$ cat config.mk
export PLATFORM = sky130hd
export DESIGN_NAME = sdbg_core
export DESIGN_NICKNAME = d
export VERILOG_FILES = /design/src/sdbg_pkg.sv /design/src/sdbg_core.sv
export SDC_FILE = /design/constraint.sdc
export NUM_CORES = 1
export LEC_CHECK = 0
export ABC_AREA = 1
export BUFFER_PORTS_ARGS = -buffer_cell sky130_fd_sc_hd__buf_4
export CORE_UTILIZATION = 53
export CTS_CLUSTER_SIZE = 16
export DETAILED_ROUTE_END_ITERATION = 6
export HOLD_SLACK_MARGIN = 0.1
export PLACE_DENSITY = 0.74
export SYNTH_ARGS = -nofsm -noshare
export SYNTH_HDL_FRONTEND = slang
export SYNTH_SLANG_ARGS = --single-unit
$ cat constraint.sdc
create_clock -name ref_clk_i -period 8.1 [get_ports ref_clk_i]
set_input_delay 0.405 -clock ref_clk_i [delete_from_list [all_inputs] [get_ports ref_clk_i]]
set_output_delay 0.405 -clock ref_clk_i [all_outputs]
set_load 0.1 [all_outputs]
$ cat src/sdbg_pkg.sv
// package: constants and types for the single-wire background debug block
package sdbg_pkg;
    // bit framing, link time-out, steal wait and reject freeze in debug clock cycles
    localparam int unsigned BIT_CYCLES = 16;
    localparam int unsigned SAMPLE_AT = 10;
    localparam int unsigned SPEEDUP_AT = 7;
    localparam int unsigned ZERO_LOW = 13;
    localparam int unsigned TIMEOUT_CYCLES = 512;
    localparam int unsigned STEAL_WAIT = 128;
    localparam int unsigned REJECT_CYCLES = 4;
    // field sizes
    localparam int unsigned OPC_BITS = 8;
    localparam int unsigned WORD_BITS = 16;
    // opcodes and opcode fields
    localparam logic [7:0] OPC_BACKGROUND = 8'h90;
    localparam logic [1:0] OPC_HW_MEM = 2'h3;
    localparam int unsigned OPC_READ_POS = 5;
    localparam int unsigned OPC_WORD_POS = 3;
    localparam int unsigned OPC_BDSP_POS = 2;
    // debug space addresses
    localparam logic [15:0] DBG_REG_LO = 16'hff00;
    localparam logic [15:0] DBG_REG_HI = 16'hff06;
    localparam logic [15:0] DBG_STATUS_ADDR = 16'hff01;
    // status register fields and reset value
    localparam int unsigned ST_FW_EN_POS = 7;
    localparam int unsigned ST_ACTIVE_POS = 6;
    localparam logic [7:0] ST_RESET = 8'h00;

    // one memory access handed to the cpu bus
    typedef struct packed {
        logic [15:0] addr;
        logic [15:0] wdata;
        logic write;
        logic word;
        logic bd_space;
    } sdbg_mem_req_t;
endpackage : sdbg_pkg

$ cat src/sdbg_core.sv
// design: single-wire background debug serial port, command engine and mode control
`timescale 1ns/100ps
// --------------------------------------------------------------
// --------------------------------------------------------------
module sdbg_core (
    // clock and reset
    input wire logic ref_clk_i,
    input wire logic rst_i,
    // debug serial pin
    input wire logic debug_serial_pin_i,
    output logic debug_serial_pin_o,
    output logic debug_serial_pin_oe_o,
    // mode strap and cpu status
    input wire logic special_single_chip_i,
    input wire logic cpu_free_cycle_i,
    input wire logic instr_boundary_i,
    input wire logic tag_hit_i,
    input wire logic enter_debug_instruction_i,
    input wire logic fw_exit_i,
    // cpu control
    output logic cpu_freeze_o,
    output logic background_debug_mode_o,
    output logic debug_map_o,
    output logic periph_suspend_o,
    output logic firmware_enable_bit_o,
    // firmware command hand-off
    output logic fw_cmd_valid_o,
    output logic [7:0] fw_cmd_o,
    // cpu memory bus
    output logic mem_req_valid_o,
    output sdbg_pkg::sdbg_mem_req_t mem_req_o,
    input wire logic mem_ack_i,
    input wire logic [15:0] mem_rdata_i
);
    // --------------------------------------------------------------
    // declarations
    // --------------------------------------------------------------
    typedef enum logic [2:0] {ST_OPC, ST_ADDR, ST_WDATA, ST_EXEC, ST_RWAIT, ST_TXD} sdbg_state_t;
    sdbg_state_t state_ff;
    logic pin_s1_ff, pin_s2_ff, pin_s3_ff, fall;
    logic [3:0] cnt_ff;
    logic bit_act_ff, rx_bit, tx_end;
    logic [9:0] idle_ff;
    logic timeout;
    logic [15:0] sh_ff, nxt_word;
    logic [4:0] bits_ff;
    logic [7:0] opc_ff;
    logic [15:0] addr_ff, data_ff;
    logic fw_en_ff, active_ff, halt_pend_ff, init_ff, ss_s1_ff, ss_s2_ff;
    logic [1:0] init_dly_ff;
    logic [2:0] reject_ff;
    logic op_read, op_word, op_bd, local_hit;
    // buffer
    sdbg_pkg::sdbg_mem_req_t fifo_q [2];
    logic wr_ptr_ff, rd_ptr_ff;
    logic [1:0] fill_ff;
    logic push, pop, fifo_full, fifo_empty;
    logic [7:0] wait_ff;
    logic steal_ff, mem_done_ff;
    logic [15:0] rdata_ff;

    // --------------------------------------------------------------
    // pin synchroniser and bit timing
    // --------------------------------------------------------------
    // two flops then an edge-detect flop
    always_ff @(posedge ref_clk_i or posedge rst_i) begin
        if (rst_i) begin
            pin_s1_ff <= 1'b1;
            pin_s2_ff <= 1'b1;
            pin_s3_ff <= 1'b1;
        end else begin
            pin_s1_ff <= debug_serial_pin_i;
            pin_s2_ff <= pin_s1_ff;
            pin_s3_ff <= pin_s2_ff;
        end
    end
    assign fall = pin_s3_ff & ~pin_s2_ff;

    // per-bit counter, zero at the perceived bit start
    always_ff @(posedge ref_clk_i or posedge rst_i) begin
        if (rst_i) begin
            cnt_ff <= 4'h0;
            bit_act_ff <= 1'b0;
        end else if (fall && !(bit_act_ff && state_ff == ST_TXD)) begin
            cnt_ff <= 4'h1;
            bit_act_ff <= 1'b1;
        end else if (bit_act_ff) begin
            cnt_ff <= cnt_ff + 4'h1;
            // a receive bit ends at its sample so a reply never inherits its count
            if (cnt_ff == 4'(sdbg_pkg::BIT_CYCLES - 1) || rx_bit) bit_act_ff <= 1'b0;
        end
    end
    assign rx_bit = bit_act_ff && cnt_ff == 4'(sdbg_pkg::SAMPLE_AT) && state_ff != ST_TXD;
    assign tx_end = bit_act_ff && cnt_ff == 4'(sdbg_pkg::BIT_CYCLES - 1) && state_ff == ST_TXD;

    // link idle time-out between host falling edges
    always_ff @(posedge ref_clk_i or posedge rst_i) begin
        if (rst_i) begin
            idle_ff <= 10'h000;
        end else if (fall) begin
            idle_ff <= 10'h000;
        end else if (idle_ff != 10'(sdbg_pkg::TIMEOUT_CYCLES - 1)) begin
            idle_ff <= idle_ff + 10'h001;
        end
    end
    assign timeout = idle_ff == 10'(sdbg_pkg::TIMEOUT_CYCLES - 2);

    // pin drive: only while sending to the host
    always_ff @(posedge ref_clk_i or posedge rst_i) begin
        if (rst_i) begin
            debug_serial_pin_o <= 1'b1;
            debug_serial_pin_oe_o <= 1'b0;
        end else if (state_ff != ST_TXD) begin
            debug_serial_pin_oe_o <= 1'b0;
            debug_serial_pin_o <= 1'b1;
        end else if (fall && !bit_act_ff && !sh_ff[15]) begin
            debug_serial_pin_oe_o <= 1'b1;
            debug_serial_pin_o <= 1'b0;
        end else if (bit_act_ff && !sh_ff[15]) begin
            if (cnt_ff == 4'(sdbg_pkg::ZERO_LOW)) debug_serial_pin_o <= 1'b1;
            if (cnt_ff == 4'(sdbg_pkg::ZERO_LOW + 1)) debug_serial_pin_oe_o <= 1'b0;
        end else if (bit_act_ff) begin
            if (cnt_ff == 4'(sdbg_pkg::SPEEDUP_AT - 1)) begin
                debug_serial_pin_oe_o <= 1'b1;
                debug_serial_pin_o <= 1'b1;
            end
            if (cnt_ff == 4'(sdbg_pkg::SPEEDUP_AT)) debug_serial_pin_oe_o <= 1'b0;
        end
    end

    // --------------------------------------------------------------
    // command engine
    // --------------------------------------------------------------
    assign nxt_word = {sh_ff[14:0], pin_s2_ff};
    assign op_read = opc_ff[sdbg_pkg::OPC_READ_POS];
    assign op_word = opc_ff[sdbg_pkg::OPC_WORD_POS];
    assign op_bd = opc_ff[sdbg_pkg::OPC_BDSP_POS];
    // debug-space commands reach the local registers before activation too
    assign local_hit = op_bd && addr_ff >= sdbg_pkg::DBG_REG_LO
        && addr_ff <= sdbg_pkg::DBG_REG_HI;
    assign push = state_ff == ST_EXEC && !local_hit && !fifo_full;

    // shift register, bit count and command state
    always_ff @(posedge ref_clk_i or posedge rst_i) begin
        if (rst_i) begin
            state_ff <= ST_OPC;
            sh_ff <= 16'h0000;
            bits_ff <= 5'h00;
            opc_ff <= 8'h00;
            addr_ff <= 16'h0000;
            data_ff <= 16'h0000;
        end else if (timeout) begin
            state_ff <= ST_OPC;
            sh_ff <= 16'h0000;
            bits_ff <= 5'h00;
        end else begin
            unique case (state_ff)
                ST_OPC, ST_ADDR, ST_WDATA: begin
                    if (rx_bit) begin
                        sh_ff <= nxt_word;
                        bits_ff <= bits_ff + 5'h01;
                        if (state_ff == ST_OPC && bits_ff == 5'(sdbg_pkg::OPC_BITS - 1)) begin
                            bits_ff <= 5'h00;
                            opc_ff <= nxt_word[7:0];
                            if (nxt_word[7:6] == sdbg_pkg::OPC_HW_MEM) state_ff <= ST_ADDR;
                        end else if (state_ff != ST_OPC && bits_ff == 5'(sdbg_pkg::WORD_BITS - 1)) begin
                            bits_ff <= 5'h00;
                            if (state_ff == ST_ADDR) begin
                                addr_ff <= nxt_word;
                                state_ff <= op_read ? ST_EXEC : ST_WDATA;
                            end else begin
                                data_ff <= nxt_word;
                                state_ff <= ST_EXEC;
                            end
                        end
                    end
                end
                ST_EXEC: begin
                    if (local_hit && op_read) begin
                        sh_ff <= {8'h00, fw_en_ff, active_ff, 6'h00};
                        state_ff <= ST_TXD;
                    end else if (local_hit) begin
                        state_ff <= ST_OPC;
                    end else if (push) begin
                        state_ff <= op_read ? ST_RWAIT : ST_OPC;
                    end
                end
                ST_RWAIT: begin
                    if (mem_done_ff) begin
                        sh_ff <= rdata_ff;
                        state_ff <= ST_TXD;
                    end
                end
                ST_TXD: begin
                    if (tx_end) begin
                        sh_ff <= {sh_ff[14:0], 1'b0};
                        bits_ff <= bits_ff + 5'h01;
                        if (bits_ff == 5'(sdbg_pkg::WORD_BITS - 1)) begin
                            bits_ff <= 5'h00;
                            state_ff <= ST_OPC;
                        end
                    end
                end
            endcase
        end
    end

    // firmware opcodes pass to the debug rom only while active
    always_ff @(posedge ref_clk_i or posedge rst_i) begin
        if (rst_i) begin
            fw_cmd_valid_o <= 1'b0;
            fw_cmd_o <= 8'h00;
        end else begin
            fw_cmd_valid_o <= state_ff == ST_OPC && rx_bit && !timeout && active_ff
                && bits_ff == 5'(sdbg_pkg::OPC_BITS - 1) && nxt_word[7:6] != sdbg_pkg::OPC_HW_MEM
                && nxt_word[7:0] != sdbg_pkg::OPC_BACKGROUND;
            fw_cmd_o <= nxt_word[7:0];
        end
    end

    // --------------------------------------------------------------
    // mode control
    // --------------------------------------------------------------
    // strap caught after reset release
    always_ff @(posedge ref_clk_i or posedge rst_i) begin
        if (rst_i) begin
            ss_s1_ff <= 1'b0;
            ss_s2_ff <= 1'b0;
        end else begin
            ss_s1_ff <= special_single_chip_i;
            ss_s2_ff <= ss_s1_ff;
        end
    end

    // enable, halt request, active mode and reject delay
    always_ff @(posedge ref_clk_i or posedge rst_i) begin
        if (rst_i) begin
            init_ff <= 1'b0;
            init_dly_ff <= 2'h0;
            fw_en_ff <= sdbg_pkg::ST_RESET[sdbg_pkg::ST_FW_EN_POS];
            active_ff <= sdbg_pkg::ST_RESET[sdbg_pkg::ST_ACTIVE_POS];
            halt_pend_ff <= 1'b0;
            reject_ff <= 3'h0;
        end else begin
            // hold init low until the strap has crossed both flops
            init_dly_ff <= {init_dly_ff[0], 1'b1};
            init_ff <= init_dly_ff[1];
            if (!init_ff && ss_s2_ff) begin
                fw_en_ff <= 1'b1;
                active_ff <= 1'b1;
            end
            if (state_ff == ST_EXEC && local_hit && !op_read && (op_word
                    ? addr_ff == sdbg_pkg::DBG_REG_LO : addr_ff == sdbg_pkg::DBG_STATUS_ADDR))
                fw_en_ff <= data_ff[sdbg_pkg::ST_FW_EN_POS];
            if (state_ff == ST_OPC && rx_bit && !timeout && bits_ff == 5'(sdbg_pkg::OPC_BITS - 1)
                    && nxt_word[7:0] == sdbg_pkg::OPC_BACKGROUND) begin
                if (fw_en_ff) halt_pend_ff <= 1'b1;
                else reject_ff <= 3'(sdbg_pkg::REJECT_CYCLES);
            end
            if (fw_en_ff && !active_ff && (tag_hit_i || enter_debug_instruction_i
                    || (halt_pend_ff && instr_boundary_i))) begin
                active_ff <= 1'b1;
                halt_pend_ff <= 1'b0;
            end else if (active_ff && fw_exit_i) begin
                active_ff <= 1'b0;
            end
            if (!fw_en_ff && (tag_hit_i || enter_debug_instruction_i))
                reject_ff <= 3'(sdbg_pkg::REJECT_CYCLES);
            else if (reject_ff != 3'h0)
                reject_ff <= reject_ff - 3'h1;
        end
    end

    // mode outputs straight from flops
    always_ff @(posedge ref_clk_i or posedge rst_i) begin
        if (rst_i) begin
            background_debug_mode_o <= 1'b0;
            debug_map_o <= 1'b0;
            periph_suspend_o <= 1'b0;
            firmware_enable_bit_o <= 1'b0;
            cpu_freeze_o <= 1'b0;
        end else begin
            background_debug_mode_o <= active_ff;
            debug_map_o <= active_ff;
            periph_suspend_o <= active_ff;
            firmware_enable_bit_o <= fw_en_ff;
            cpu_freeze_o <= steal_ff || reject_ff != 3'h0;
        end
    end

    // --------------------------------------------------------------
    // two-entry request buffer and bus access
    // --------------------------------------------------------------
    assign fifo_full = fill_ff == 2'h2;
    assign fifo_empty = fill_ff == 2'h0;
    assign pop = !fifo_empty && !mem_req_valid_o && (cpu_free_cycle_i || steal_ff);

    // buffer storage and pointers
    always_ff @(posedge ref_clk_i or posedge rst_i) begin
        if (rst_i) begin
            wr_ptr_ff <= 1'b0;
            rd_ptr_ff <= 1'b0;
            fill_ff <= 2'h0;
            fifo_q[0] <= '0;
            fifo_q[1] <= '0;
        end else begin
            if (push) begin
                fifo_q[wr_ptr_ff] <= '{addr: addr_ff, wdata: data_ff, write: !op_read,
                    word: op_word, bd_space: op_bd};
                wr_ptr_ff <= ~wr_ptr_ff;
            end
            if (pop) rd_ptr_ff <= ~rd_ptr_ff;
            fill_ff <= fill_ff + {1'b0, push} - {1'b0, pop};
        end
    end

    // free-cycle wait, steal and bus handshake
    always_ff @(posedge ref_clk_i or posedge rst_i) begin
        if (rst_i) begin
            wait_ff <= 8'h00;
            steal_ff <= 1'b0;
            mem_req_valid_o <= 1'b0;
            mem_req_o <= '0;
            mem_done_ff <= 1'b0;
            rdata_ff <= 16'h0000;
        end else begin
            mem_done_ff <= 1'b0;
            if (pop) begin
                wait_ff <= 8'h00;
                mem_req_valid_o <= 1'b1;
                mem_req_o <= fifo_q[rd_ptr_ff];
            end else if (!fifo_empty && !mem_req_valid_o && wait_ff != 8'(sdbg_pkg::STEAL_WAIT)) begin
                wait_ff <= wait_ff + 8'h01;
                if (wait_ff == 8'(sdbg_pkg::STEAL_WAIT - 1)) steal_ff <= 1'b1;
            end
            if (mem_req_valid_o && mem_ack_i) begin
                mem_req_valid_o <= 1'b0;
                steal_ff <= 1'b0;
                mem_done_ff <= !mem_req_o.write;
                rdata_ff <= mem_rdata_i;
            end
        end
    end
endmodule : sdbg_core

# --- Word-level counts from Yosys, hierarchy flattened ---
# Cells that the tools add are included.
totals:
  out_inout_bits: 52
  reg_bits: 241
  input_bits: 26
op_classes:
  n_lt_le_gt_ge: 5
  reduce_logical: 87
  bitwise_logic: 9
  add_sub_neg: 7
  eq_ne: 37
  n_mux: 74
op_table:
  columns: ["op", "count"]
  rows:
  - ["$mux W35", 4]
  - ["$mux W16", 5]
  - ["$bwmux W70", 1]
  - ["$pmux W16 S4", 1]
  - ["$mux W3", 16]
  - ["$logic_and A1 B1 Y1", 38]
  - ["$demux W35 S1", 1]
  - ["$eq A16 B16 Y1 const B", 2]
  - ["$mux W1", 32]
  - ["$mux W5", 6]
  - ["$mux W10", 2]
  - ["$reduce_bool A2 Y1", 9]
  - ["$eq A4 B4 Y1 const B", 4]
  - ["$ge A16 B16 Y1 const B", 1]
  - ["$le A16 B16 Y1 const B", 1]
  - ["$mux W8", 2]
  - ["$ne A8 B8 Y1 const B", 2]
  - ["$ne A3 B3 Y1 const B", 5]
  - ["$reduce_bool A3 Y1", 5]
  - ["$logic_not A1 Y1", 13]
  - ["$pmux W3 S4", 1]
  - ["$reduce_and A3 Y1", 4]
  - ["$reduce_and A6 Y1", 2]
  - ["$add A10 B1 Y10 const B", 1]
  - ["other kinds (40)", 61]

# --- Logic depth before layout (Yosys ltp) ---
# Gate-level depths: netlist of run 1.
logic_depth:
  word_depth: 11
  mapped_depth: 13
  depth_no_buf: 13

# --- Worst setup path before layout of run 1 ---
# OpenSTA, ideal clock, no wires.
synth_path:
  path_type: "register to register"
  from: "reg mem_req_valid_o"
  to: "reg fill_ff[1]"
  arrival_time_ns: 2.314
  synth_period_minus_slack_ns: 2.442
  setup_ns: 0.129
  path_stages_with_launch: 10
  setup_slack_ns: 5.658
  cell_sequence: "dfrtp_1 -> nor2_1 -> o21ai_0 -> inv_2 -> clkbuf_1 -> ha_1 -> inv_1 -> ha_1 -> xnor2_1 -> xor2_1"
synth_between:
  elab_chain_len: 4
synth_lines:
  columns: ["element", "line", "text"]
  rows:
  - ["from (decl)", "sdbg_core.sv:30", "output logic mem_req_valid_o,"]
  - ["from (signal assigned)", "sdbg_core.sv:322", "mem_req_valid_o <= 1'b0;"]
  - ["from (signal assigned)", "sdbg_core.sv:330", "mem_req_valid_o <= 1'b1;"]
  - ["from (signal assigned)", "sdbg_core.sv:337", "mem_req_valid_o <= 1'b0;"]
  - ["$logic_not A1 Y1", "sdbg_core.sv:296", "assign pop = !fifo_empty && !mem_req_valid_o && (cpu_free_cycle_i || steal_ff);"]
  - ["$logic_and A1 B1 Y1 (2 in a row)", "sdbg_core.sv:296", null]
  - ["via pop", "sdbg_core.sv:57", "logic push, pop, fifo_full, fifo_empty;"]
  - ["$sub A2 B1 Y2", "sdbg_core.sv:313", "fill_ff <= fill_ff + {1'b0, push} - {1'b0, pop};"]
  - ["to (signal assigned)", "sdbg_core.sv:313", null]
  - ["to (decl)", "sdbg_core.sv:56", "logic [1:0] fill_ff;"]
# The timed path passes the listed nets, and every way through them passes these cells.
# A chain may end at the register's enable or synchronous reset.

# --- Worst setup path after layout of run 1 ---
layout_path:
  from: "reg state_ff[2]"
  to: "reg fifo_q[55] in the netlist's numbering"
layout_between:
  elab_chain_len: 3
layout_lines:
  columns: ["element", "line", "text"]
  rows:
  - ["from (decl)", "sdbg_core.sv:39", "sdbg_state_t state_ff;"]
  - ["from (signal assigned)", "sdbg_core.sv:170", "state_ff <= op_read ? ST_EXEC : ST_WDATA;"]
  - ["from (signal assigned)", "sdbg_core.sv:185", "state_ff <= op_read ? ST_RWAIT : ST_OPC;"]
  - ["$eq A3 B2 Y1", "sdbg_core.sv:141", "assign push = state_ff == ST_EXEC && !local_hit && !fifo_full;"]
  - ["$logic_and A1 B1 Y1 (2 in a row)", "sdbg_core.sv:141", null]
  - ["to (signal, indexed assignment)", "sdbg_core.sv:308", "fifo_q[wr_ptr_ff] <= '{addr: addr_ff, wdata: data_ff, write: !op_read,"]
  - ["to (decl)", "sdbg_core.sv:54", "sdbg_pkg::sdbg_mem_req_t fifo_q [2];"]
# Every way passes these cells.

==> results of run 1 <==
[layer usage]
layer | up-vias | track usage | wire (um)
li1 | 4159 | - | -
met1 | 3990 | 0.354 | 11100
met2 | 250 | 0.387 | 10900
met3 | 44 | 0.0372 | 1230
met4 | 0 | 0.0662 | 556
met5 | - | 0 | 0
[state kept, by name (all words and copies together), names as in the netlist, 4 cells and up]
register,count
bits_ff,5
idle_ff,10
addr_ff,16
mem_req_o,35
data_ff,16
fifo_q,70
cnt_ff,4
fw_cmd_o,8
sh_ff,16
rdata_ff,16
wait_ff,8
[kinds of logic after synthesis]
logic type	Yosys count	share of synthesized area
buffers and inverters	144	0.0576
and+or+nand+nor	630	0.248
xor gates and xnor gates	10	0.00835
AOI/OAI and AO/OA	203	0.105
DFF	238	0.568
other	1	0.000358
adders and majority gates	11	0.0131
[path summary, 6_finish.rpt]
kind	from	to	slack (ns)	depth (start not counted)
max	state_ff[2]	fifo_q[55]	5.49	9
min	rst_i	mem_req_o[10]	0.07	2
max reg2reg	state_ff[2]	fifo_q[55]	5.49	9
min reg2reg	init_dly_ff[1]	init_ff	0.35	0
max in group asynchronous	rst_i	addr_ff[10]	6.06	4
min in group ref_clk_i	tag_hit_i	active_ff	0.26	5
[cell type report]
cell class              instances  share of cell area
clock buffers                  39              0.0644
inverters                      89              0.0279
repair buffers                105              0.0685
well taps                     265              0.0271
clock inverters                 5             0.00439
multi-input cells             855               0.321
flip-flops and latches        238               0.487
[stage by stage]
step                instance area, sq um   util  worst slack (ns)  hold slack, ns
floorplan                          10500      -              1.17           0.331
global placement                   11200  0.577              5.41           0.332
finish                             12200  0.631              5.49          0.0696
global route                       12200  0.631              5.28           0.144
detailed placement                 11200  0.577              5.39           0.336
CTS                                12200  0.631              5.55           0.124
[power by group]
| group | leakage, nW | internal, mW | switching, mW |
|---|---|---|---|
| registers | 3.15 | 1.39 | 0.139 |
| logic | 2.52 | 0.325 | 1.18 |
| clock network | 0.421 | 0.696 | 0.455 |
| total | 6.09 | 2.41 | 1.78 |
[cells in the final DEF, fill, tap and decap left out, types with 5 or more instances in the layout]
cell,synthesis,final
a21oi_1,17,17
o21ai_0,100,100
inv_2,11,11
a31oi_1,39,39
nor2_2,5,5
o21ai_1,34,34
inv_1,76,75
dlygate4sd3_1,0,20
xor2_1,8,8
nand3_1,66,65
buf_4,8,85
clkbuf_8,0,11
nand2_1,436,436
nand4_1,7,7
ha_1,11,11
clkbuf_16,0,25
nand3_2,4,5
nor3_1,11,11
nor2_1,86,86
dfrtp_1,234,234
==> results.sh, run 1 <==
export IMPL_hp_class="input port to asynchronous set/reset pin"
export IMPL_yosys_top_cells_area="dfrtp_1 56%, nand2_1 16%, o21ai_0 4.8%"
export IMPL_nFillCells=1648
export IMPL_ys_types=40
export IMPL_path_buf_inv=4
export IMPL_fin_worst_skew_ns=0.0127
export IMPL_drv_cap=0
export IMPL_path_cells="inv_2, nand3_1, inv_2, nand3_2, buf_4, nor2_2, buf_4, nand2_1, nand2_1"
export IMPL_netlist_area_sq_um=10500
export IMPL_setup_viol=0
export IMPL_crit_family="simple AND/OR/NAND/NOR gates"
export IMPL_drive_above_1_share=0.121
export IMPL_syn_inst=1237
export IMPL_core_area_sq_um=19400
export IMPL_viasPerCell=5.29
export IMPL_synth_most_common_cell="nand2_1"
export IMPL_cts_root_buf="clkbuf_16"
export IMPL_die_area_sq_um=20400
export IMPL_start_util=0.541
export IMPL_fmax_mhz=383
export IMPL_hold_viol=0
export IMPL_multi_input_area_sq_um=3930
export IMPL_antenna_found_initial=0
export IMPL_maxSlewHeadroom=0.248
export IMPL_ys_ff_latch=238
export IMPL_h_tree_depth=1
export IMPL_cts_buffers_inserted=25
export IMPL_tightest_slew_ns=1.12
export IMPL_ys_async_sr_fraction=1.00
export IMPL_ioPinCount=78
export IMPL_synth_seq_area_share=0.568
export IMPL_grt_max_degree=131
export IMPL_drc=0
export IMPL_drt_wl_total_um=23800
export IMPL_synth_common_cells="436 x nand2_1, 234 x dfrtp_1, 100 x o21ai_0"
export IMPL_p_leak_nw=6.09
export IMPL_route_vias_total=8443
export IMPL_ir_drop_v=0.000202
export IMPL_placed_cells=1532
export IMPL_grt_pass1_wl_um=39700
export IMPL_cts_sink_count=238
export IMPL_grt_pass1_vias=7973
export IMPL_finalSetupTns_ns=0
export IMPL_wl_per_cell_um=14.9
export IMPL_postCtsSetupBuffers=0
export IMPL_status="finished, final reports clean"
export IMPL_critical_path_max_fanout=74
export IMPL_rows=51
export IMPL_place_hpwl_um=15100
export IMPL_cts_tree="yes"
export IMPL_rsz0062_at_grt="false"
export IMPL_total_power_mw=4.19
export IMPL_start_kind="register"
export IMPL_required_ns=8.56
export IMPL_synth_top_area_frac=0.558
export IMPL_syn_nets=1274
export IMPL_first_pass_iters=5
export IMPL_maxSlewViolCount=0
export IMPL_overflow=0
export IMPL_nNetsFinal=1351
export IMPL_clock_latency_ns=0.52
export IMPL_yosys_warnings=0
export IMPL_arrival_ns=3.07
export IMPL_clock_tree_buffer_depth=3
export IMPL_criticalPathCategory="register to register"
export IMPL_syn_avg_cell_area_sq_um=8.48
export IMPL_cpPeakStageDelay_ns=0.68
export IMPL_cts_resized=0
export IMPL_regArea_sq_um=5960
export IMPL_die_w_um=143
export IMPL_ant_nets=0
export IMPL_gp_congestion=0.920
export IMPL_fin_crit_sh=0.322
export IMPL_path_clk_slew_ns=0.06
export IMPL_area_delta_synth_final_pct=16.7
export IMPL_slowest_stage="nor2_2"
export IMPL_hold_buffers=20
export IMPL_synth_flop_cell="dfrtp_1"
export IMPL_chipHeight_um=143
export IMPL_worstSetupEndpointType="register"
export IMPL_yosysTopAreaCell="dfrtp_1"
export IMPL_period_needed_ns=2.61
export IMPL_antenna_cells=0
export IMPL_port_buffers=77
export IMPL_finish_cell_count_without_fillers=1596
export IMPL_synth_edf_count=0
export IMPL_groute_usage_overall=0.245
export IMPL_power_density_nw_per_um2=342
export IMPL_first_iter_violations=669
(Power assumes the default switching activity.)
==> run 2, diff against run 1 <==
PLACE_DENSITY = 0.76   (was 0.74)
clock period = 2.15 ns   (was 8.1 ns; I/O delays follow)
==> run 2 against run 1 <==
Against the previous run: critical path depth grew 2; flip-flop and latch count is the same; largest cell class unchanged; critical endpoint is now state_ff[0]; cell area increased by 3.7%; combinational power rose to 3.9 times the previous value; sequential power grew to 3.8 times the previous value; first-iteration DRC count grew 14%; global-route usage rose by 0.94 points; core utilization rose by 2.3 points; count of clock-buffer cells in the layout decreased by 1; worst hold slack gained 0.15 ns; maximum frequency rose by 29%.
==> results.sh, run 2 (synthesized netlist as in run 1, its figures left out) <==
export IMPL_worst_slack_ns=0.122
export IMPL_antenna_found_initial=0
export IMPL_maxSlewHeadroom=0.606
export IMPL_area_delta_synth_final_pct=21.0
export IMPL_nFillCells=1576
export IMPL_place_hpwl_um=16000
export IMPL_path_buf_inv=2
export IMPL_critical_path_depth=11
export IMPL_largest_reg_flops=70
export IMPL_top_register="fifo_q"
export IMPL_gp_congestion=0.889
export IMPL_drc=0
export IMPL_path_cells="inv_1, ha_1, inv_1, nor2_1, nand3_4, nand3_2, nand2_2, nor2_4, nand3_1, nand2_1, nand2_1"
export IMPL_cts_tree="yes"
export IMPL_required_ns=2.56
export IMPL_drv_cap=0
export IMPL_worstSetupEndpointType="register"
export IMPL_setup_viol=0
export IMPL_fmax_mhz=493
export IMPL_arrival_ns=2.44
export IMPL_layout_commonest_cell="nand2_1"
export IMPL_fin_worst_skew_ns=0.0117
export IMPL_first_pass_iters=5
export IMPL_first_iter_violations=761
export IMPL_viasPerCell=5.34
export IMPL_drt_wl_total_um=24400
export IMPL_ant_nets=0
export IMPL_groute_usage_overall=0.254
export IMPL_drive_above_1_share=0.135
export IMPL_finalSetupTns_ns=0
export IMPL_largest_registers="fifo_q x70, mem_req_o x35"
export IMPL_ioPinCount=78
export IMPL_h_tree_depth=1
export IMPL_die_area_sq_um=20400
export IMPL_chipHeight_um=143
export IMPL_overflow=0
export IMPL_die_w_um=143
export IMPL_grt_max_degree=74
export IMPL_clock_latency_ns=0.53
export IMPL_r2r_cells=11
export IMPL_cts_root_buf="clkbuf_16"
export IMPL_grt_pass1_vias=8340
export IMPL_cts_buffers_inserted=25
export IMPL_antenna_cells=0
export IMPL_p_leak_nw=6.30
export IMPL_final_area_sq_um=12700
export IMPL_clock_tree_buffer_depth=3
export IMPL_slowest_stage="dfrtp_1"
export IMPL_hp_class="input port to asynchronous set/reset pin"
export IMPL_critical_path_max_fanout=10
export IMPL_rsz0062_at_grt="true"
export IMPL_nNetsFinal=1382
export IMPL_start_kind="register"
export IMPL_cts_sink_count=238
export IMPL_tightest_slew_ns=0.590
export IMPL_port_buffers=77
export IMPL_start_util=0.541
export IMPL_layout_common_cells="436 x nand2_1, 234 x dfrtp_1, 100 x o21ai_0"
export IMPL_core_area_sq_um=19400
export IMPL_fin_crit_sh=0.943
export IMPL_hold_viol=0
export IMPL_period_needed_ns=2.03
export IMPL_pre_cts_slack_ns=0.199
export IMPL_criticalPathCategory="register to register"
export IMPL_grt_pass1_wl_um=41300
export IMPL_wl_per_cell_um=15.0
export IMPL_placed_area_sq_um=11400
export IMPL_route_vias_total=8693
export IMPL_maxSlewViolCount=0
export IMPL_power_density_nw_per_um2=1280
export IMPL_crit_family="simple AND/OR/NAND/NOR gates"
export IMPL_rows=51
export IMPL_ir_drop_v=0.000855
export IMPL_path_clk_slew_ns=0.06
export IMPL_cpPeakStageDelay_ns=0.39
export IMPL_status="finished, final reports clean"
[run 2: cell type report]
type                            instances  area (sq um)  share of cell area
Multi-Input combinational cell        855          3940               0.310
Clock inverter                          8           119             0.00937
Timing Repair Buffer                  136          1220              0.0958
Tap cell                              265           332              0.0261
Clock buffer                           38           785              0.0618
Sequential cell                       238          5960               0.470
Inverter                               89           342              0.0269
[run 2: timing repair]
item,4_1_cts,5_1_grt
hold endpoints to repair,166,0
hold buffers,33,0
setup buffers,0,1
gates resized for setup,0,3
endpoints found under the setup margin,0,12
[run 2: final timing paths]
path,endpoint,slack [ns],start
hold / removal,fifo_q[13],0.22,rst_i
setup / recovery,state_ff[0],0.12,idle_ff[0]
setup reg to reg,state_ff[0],0.12,idle_ff[0]
max in group asynchronous,pin_s1_ff,1.21,rst_i
hold reg to reg,init_ff,0.35,init_dly_ff[1]
min in group ref_clk_i,pin_s1_ff,0.24,debug_serial_pin_i
[run 2: metrics by stage]
| step | utilization | hold WS (ns) | std cells | power (mW) |
|---|---|---|---|---|
| floorplan | - | 0.112 | 1237 | 10.3 |
| global placement | 0.590 | 0.203 | 1549 | 11.4 |
| detailed placement | 0.590 | 0.204 | 1549 | 11.6 |
| CTS | 0.653 | 0.206 | 1628 | 16.3 |
| global route | 0.654 | 0.247 | 1629 | 17.0 |
| finish | 0.654 | 0.216 | 1629 | 16.3 |
[run 2: per-layer routing]
metal  up-vias  track usage  wire [um]
li1       4224            -          -
met3        45       0.0298       1170
met5         -            0          0
met4         0       0.0713        608
met1      4172        0.349      10900
met2       252        0.429      11800
[run 2: power by group]
part / leakage [nW] / total [mW] / internal, mW / switching, mW
clock network: 0.452 / 4.61 / 2.87 / 1.74
registers: 3.15 / 5.76 / 5.24 / 0.526
logic: 2.70 / 5.89 / 1.39 / 4.50
total: 6.30 / 16.3 / 9.49 / 6.77
[run 2: worst min-delay path: stages]
cell and delay, ns:
dlygate4sd3_1 0.54, buf_4 0.14, clkinvlp_4 0.40
==> run 3, diff against run 2 <==
CORE_UTILIZATION = 45   (was 53)
PLACE_DENSITY = 0.67   (was 0.76)
==> run 3 against run 2 <==
Against the previous run: maximum frequency increased by 1.1%; clock skew fell by 0.0037 ns; power fell by 2.2%; worst hold slack worse by 0.073 ns; register-to-register slack gained 0.02 ns; combinational power shrank 2%; count of clock-buffer cells in the layout is 6 higher; non-clock buffer count grew 15; critical path type unchanged; highest routed layer unchanged.
==> results.sh, run 3 (synthesized netlist as in run 1, its figures left out) <==
export IMPL_viasPerCell=5.11
export IMPL_start_kind="register"
export IMPL_hp_class="input port to register"
export IMPL_fin_worst_skew_ns=0.00798
export IMPL_grt_max_degree=72
export IMPL_cts_root_buf="clkbuf_16"
export IMPL_start_util=0.460
export IMPL_largest_reg_flops=70
export IMPL_pwr_share_seq=0.363
export IMPL_p_comb_frac=0.364
export IMPL_hold_viol=0
export IMPL_switching_share=0.425
export IMPL_worstSetupEndpointType="register"
export IMPL_drv_cap=0
export IMPL_path_clk_slew_ns=0.06
export IMPL_first_iter_violations=675
export IMPL_port_buffers=77
export IMPL_core_area_sq_um=22800
export IMPL_die_w_um=155
export IMPL_largest_registers="fifo_q x70, mem_req_o x35"
export IMPL_layout_common_cells="435 x nand2_1, 234 x dfrtp_1, 117 x buf_4"
export IMPL_chipHeight_um=155
export IMPL_r2r_cells=12
export IMPL_ir_drop_v=0.000891
export IMPL_drt_wl_total_um=25300
export IMPL_first_pass_iters=5
export IMPL_h_tree_depth=1
export IMPL_route_vias_total=8653
export IMPL_setup_viol=0
export IMPL_required_ns=2.60
export IMPL_status="finished, final reports clean"
export IMPL_grt_pass1_vias=8500
export IMPL_regArea_sq_um=5960
export IMPL_clock_latency_ns=0.53
export IMPL_pwr_share_clk=0.273
export IMPL_overflow=0
export IMPL_antenna_cells=0
export IMPL_whs_path_depth=5
export IMPL_final_area_sq_um=12800
export IMPL_period_needed_ns=2.01
export IMPL_ant_nets=0
export IMPL_fin_crit_sh=0.933
export IMPL_p_leak_nw=6.33
export IMPL_wl_per_cell_um=15.0
export IMPL_timing_hold_ws_ns=0.143
export IMPL_total_power_mw=15.9
export IMPL_die_area_sq_um=23900
export IMPL_cts_buffers_inserted=26
export IMPL_ioPinCount=78
export IMPL_critical_path_depth=12
export IMPL_criticalPathCategory="register to register"
export IMPL_multi_input_area_sq_um=3970
export IMPL_drc=0
export IMPL_clock_tree_buffer_depth=3
export IMPL_cts_tree="yes"
export IMPL_crit_family="simple AND/OR/NAND/NOR gates"
export IMPL_groute_usage_overall=0.220
export IMPL_maxSlewViolCount=0
export IMPL_path_buf_inv=2
export IMPL_nNetsFinal=1400
export IMPL_drive_above_1_share=0.149
export IMPL_tightest_slew_ns=0.710
export IMPL_grt_pass1_wl_um=42800
export IMPL_nFillCells=2033
export IMPL_top_register="fifo_q"
export IMPL_rsz0062_at_grt="false"
export IMPL_placed_area_sq_um=11600
export IMPL_power_switching_mw=6.76
export IMPL_arrival_ns=2.45
export IMPL_layout_commonest_cell="nand2_1"
export IMPL_antenna_found_initial=0
export IMPL_intPower_mw=9.15
export IMPL_maxSlewHeadroom=0.526
export IMPL_cpPeakStageDelay_ns=0.37
export IMPL_power_density_nw_per_um2=1240
export IMPL_path_cells="nand2_1, nor2_1, nand2_1, nor2_2, nand2_2, nand3_2, buf_8, ha_1, inv_1, ha_1, xnor2_1, xor2_1"
export IMPL_area_delta_synth_final_pct=22.1
export IMPL_critical_path_max_fanout=13
export IMPL_fmax_mhz=498
export IMPL_rows=55
export IMPL_place_hpwl_um=16300
export IMPL_slowest_stage="dfrtp_1"
export IMPL_cts_sink_count=238
export IMPL_gp_congestion=0.863
-- run 3: stage by stage --
stage / std cells / utilization / TNS [ns] / setup WS, ns
final: 1695 / 0.562 / 0 / 0.143
after global routing: 1695 / 0.562 / 0 / 0.0123
after CTS: 1689 / 0.558 / -0.00338 / -0.00338
after detailed placement: 1616 / 0.509 / -1.17 / -0.139
after global placement: 1616 / 0.509 / -0.609 / -0.0703
after floorplan: 1237 / - / -252.77 / -1.07
-- run 3: timing repair --
item / 4_1_cts / 5_1_grt
buffers inserted: 0 / 4
setup endpoints to repair: 9 / 78
resized for setup: 1 / 11
pin swaps: 0 / 2
hold buffers: 26 / 0
gates cloned: 0 / 2
hold endpoints to repair: 47 / 0
-- run 3: final timing paths --
check / start / to / slack [ns]
worst max register to register: addr_ff[13] / fill_ff[1] / 0.14
worst min-delay path: cpu_free_cycle_i / wait_ff[5] / 0.14
max in group asynchronous: rst_i / reject_ff[2] / 1.14
worst max-delay path: addr_ff[13] / fill_ff[1] / 0.14
min in group asynchronous: rst_i / mem_req_o[9] / 0.23
worst min register to register: ss_s1_ff / ss_s2_ff / 0.35
-- run 3: power groups by stage --
| stage | Sequential, mW | Combinational [mW] | Clock, mW |
|---|---|---|---|
| floorplan | 8.45 | 1.80 | 0 |
| global placement | 5.82 | 5.69 | 0 |
| detailed placement | 5.86 | 5.74 | 0 |
| CTS | 5.78 | 5.82 | 4.43 |
| global route | 5.88 | 6.17 | 4.62 |
| finish | 5.78 | 5.78 | 4.34 |
-- run 3: worst reg2reg max path, stage by stage (launching register included) --
cell and delay [ns]:
dfrtp_1 0.37, nand2_1 0.10, nor2_1 0.05, nand2_1 0.11, nor2_2 0.06, nand2_2 0.08
nand3_2 0.12, buf_8 0.19, ha_1 0.28, inv_1 0.04, ha_1 0.17, xnor2_1 0.19
xor2_1 0.17
-- run 3: layer usage --
layer | global-route usage | routed length (um) | part of all wire | vias to the layer above
met5 | 0 | 0 | 0 | -
met4 | 0.0514 | 455 | 0.018 | 0
met3 | 0.0277 | 1050 | 0.041 | 42
met2 | 0.365 | 11900 | 0.47 | 211
met1 | 0.308 | 11900 | 0.47 | 4123
li1 | - | - | - | 4277
-- run 3: layout make-up --
| class | instances | area share |
|---|---|---|
| clock inverter | 3 | 0.00147 |
| sequential | 238 | 0.466 |
| multi-input combinational | 857 | 0.310 |
| tap | 313 | 0.0306 |
| timing repair buffer | 151 | 0.100 |
| clock buffer | 44 | 0.0648 |
| inverter | 89 | 0.0267 |
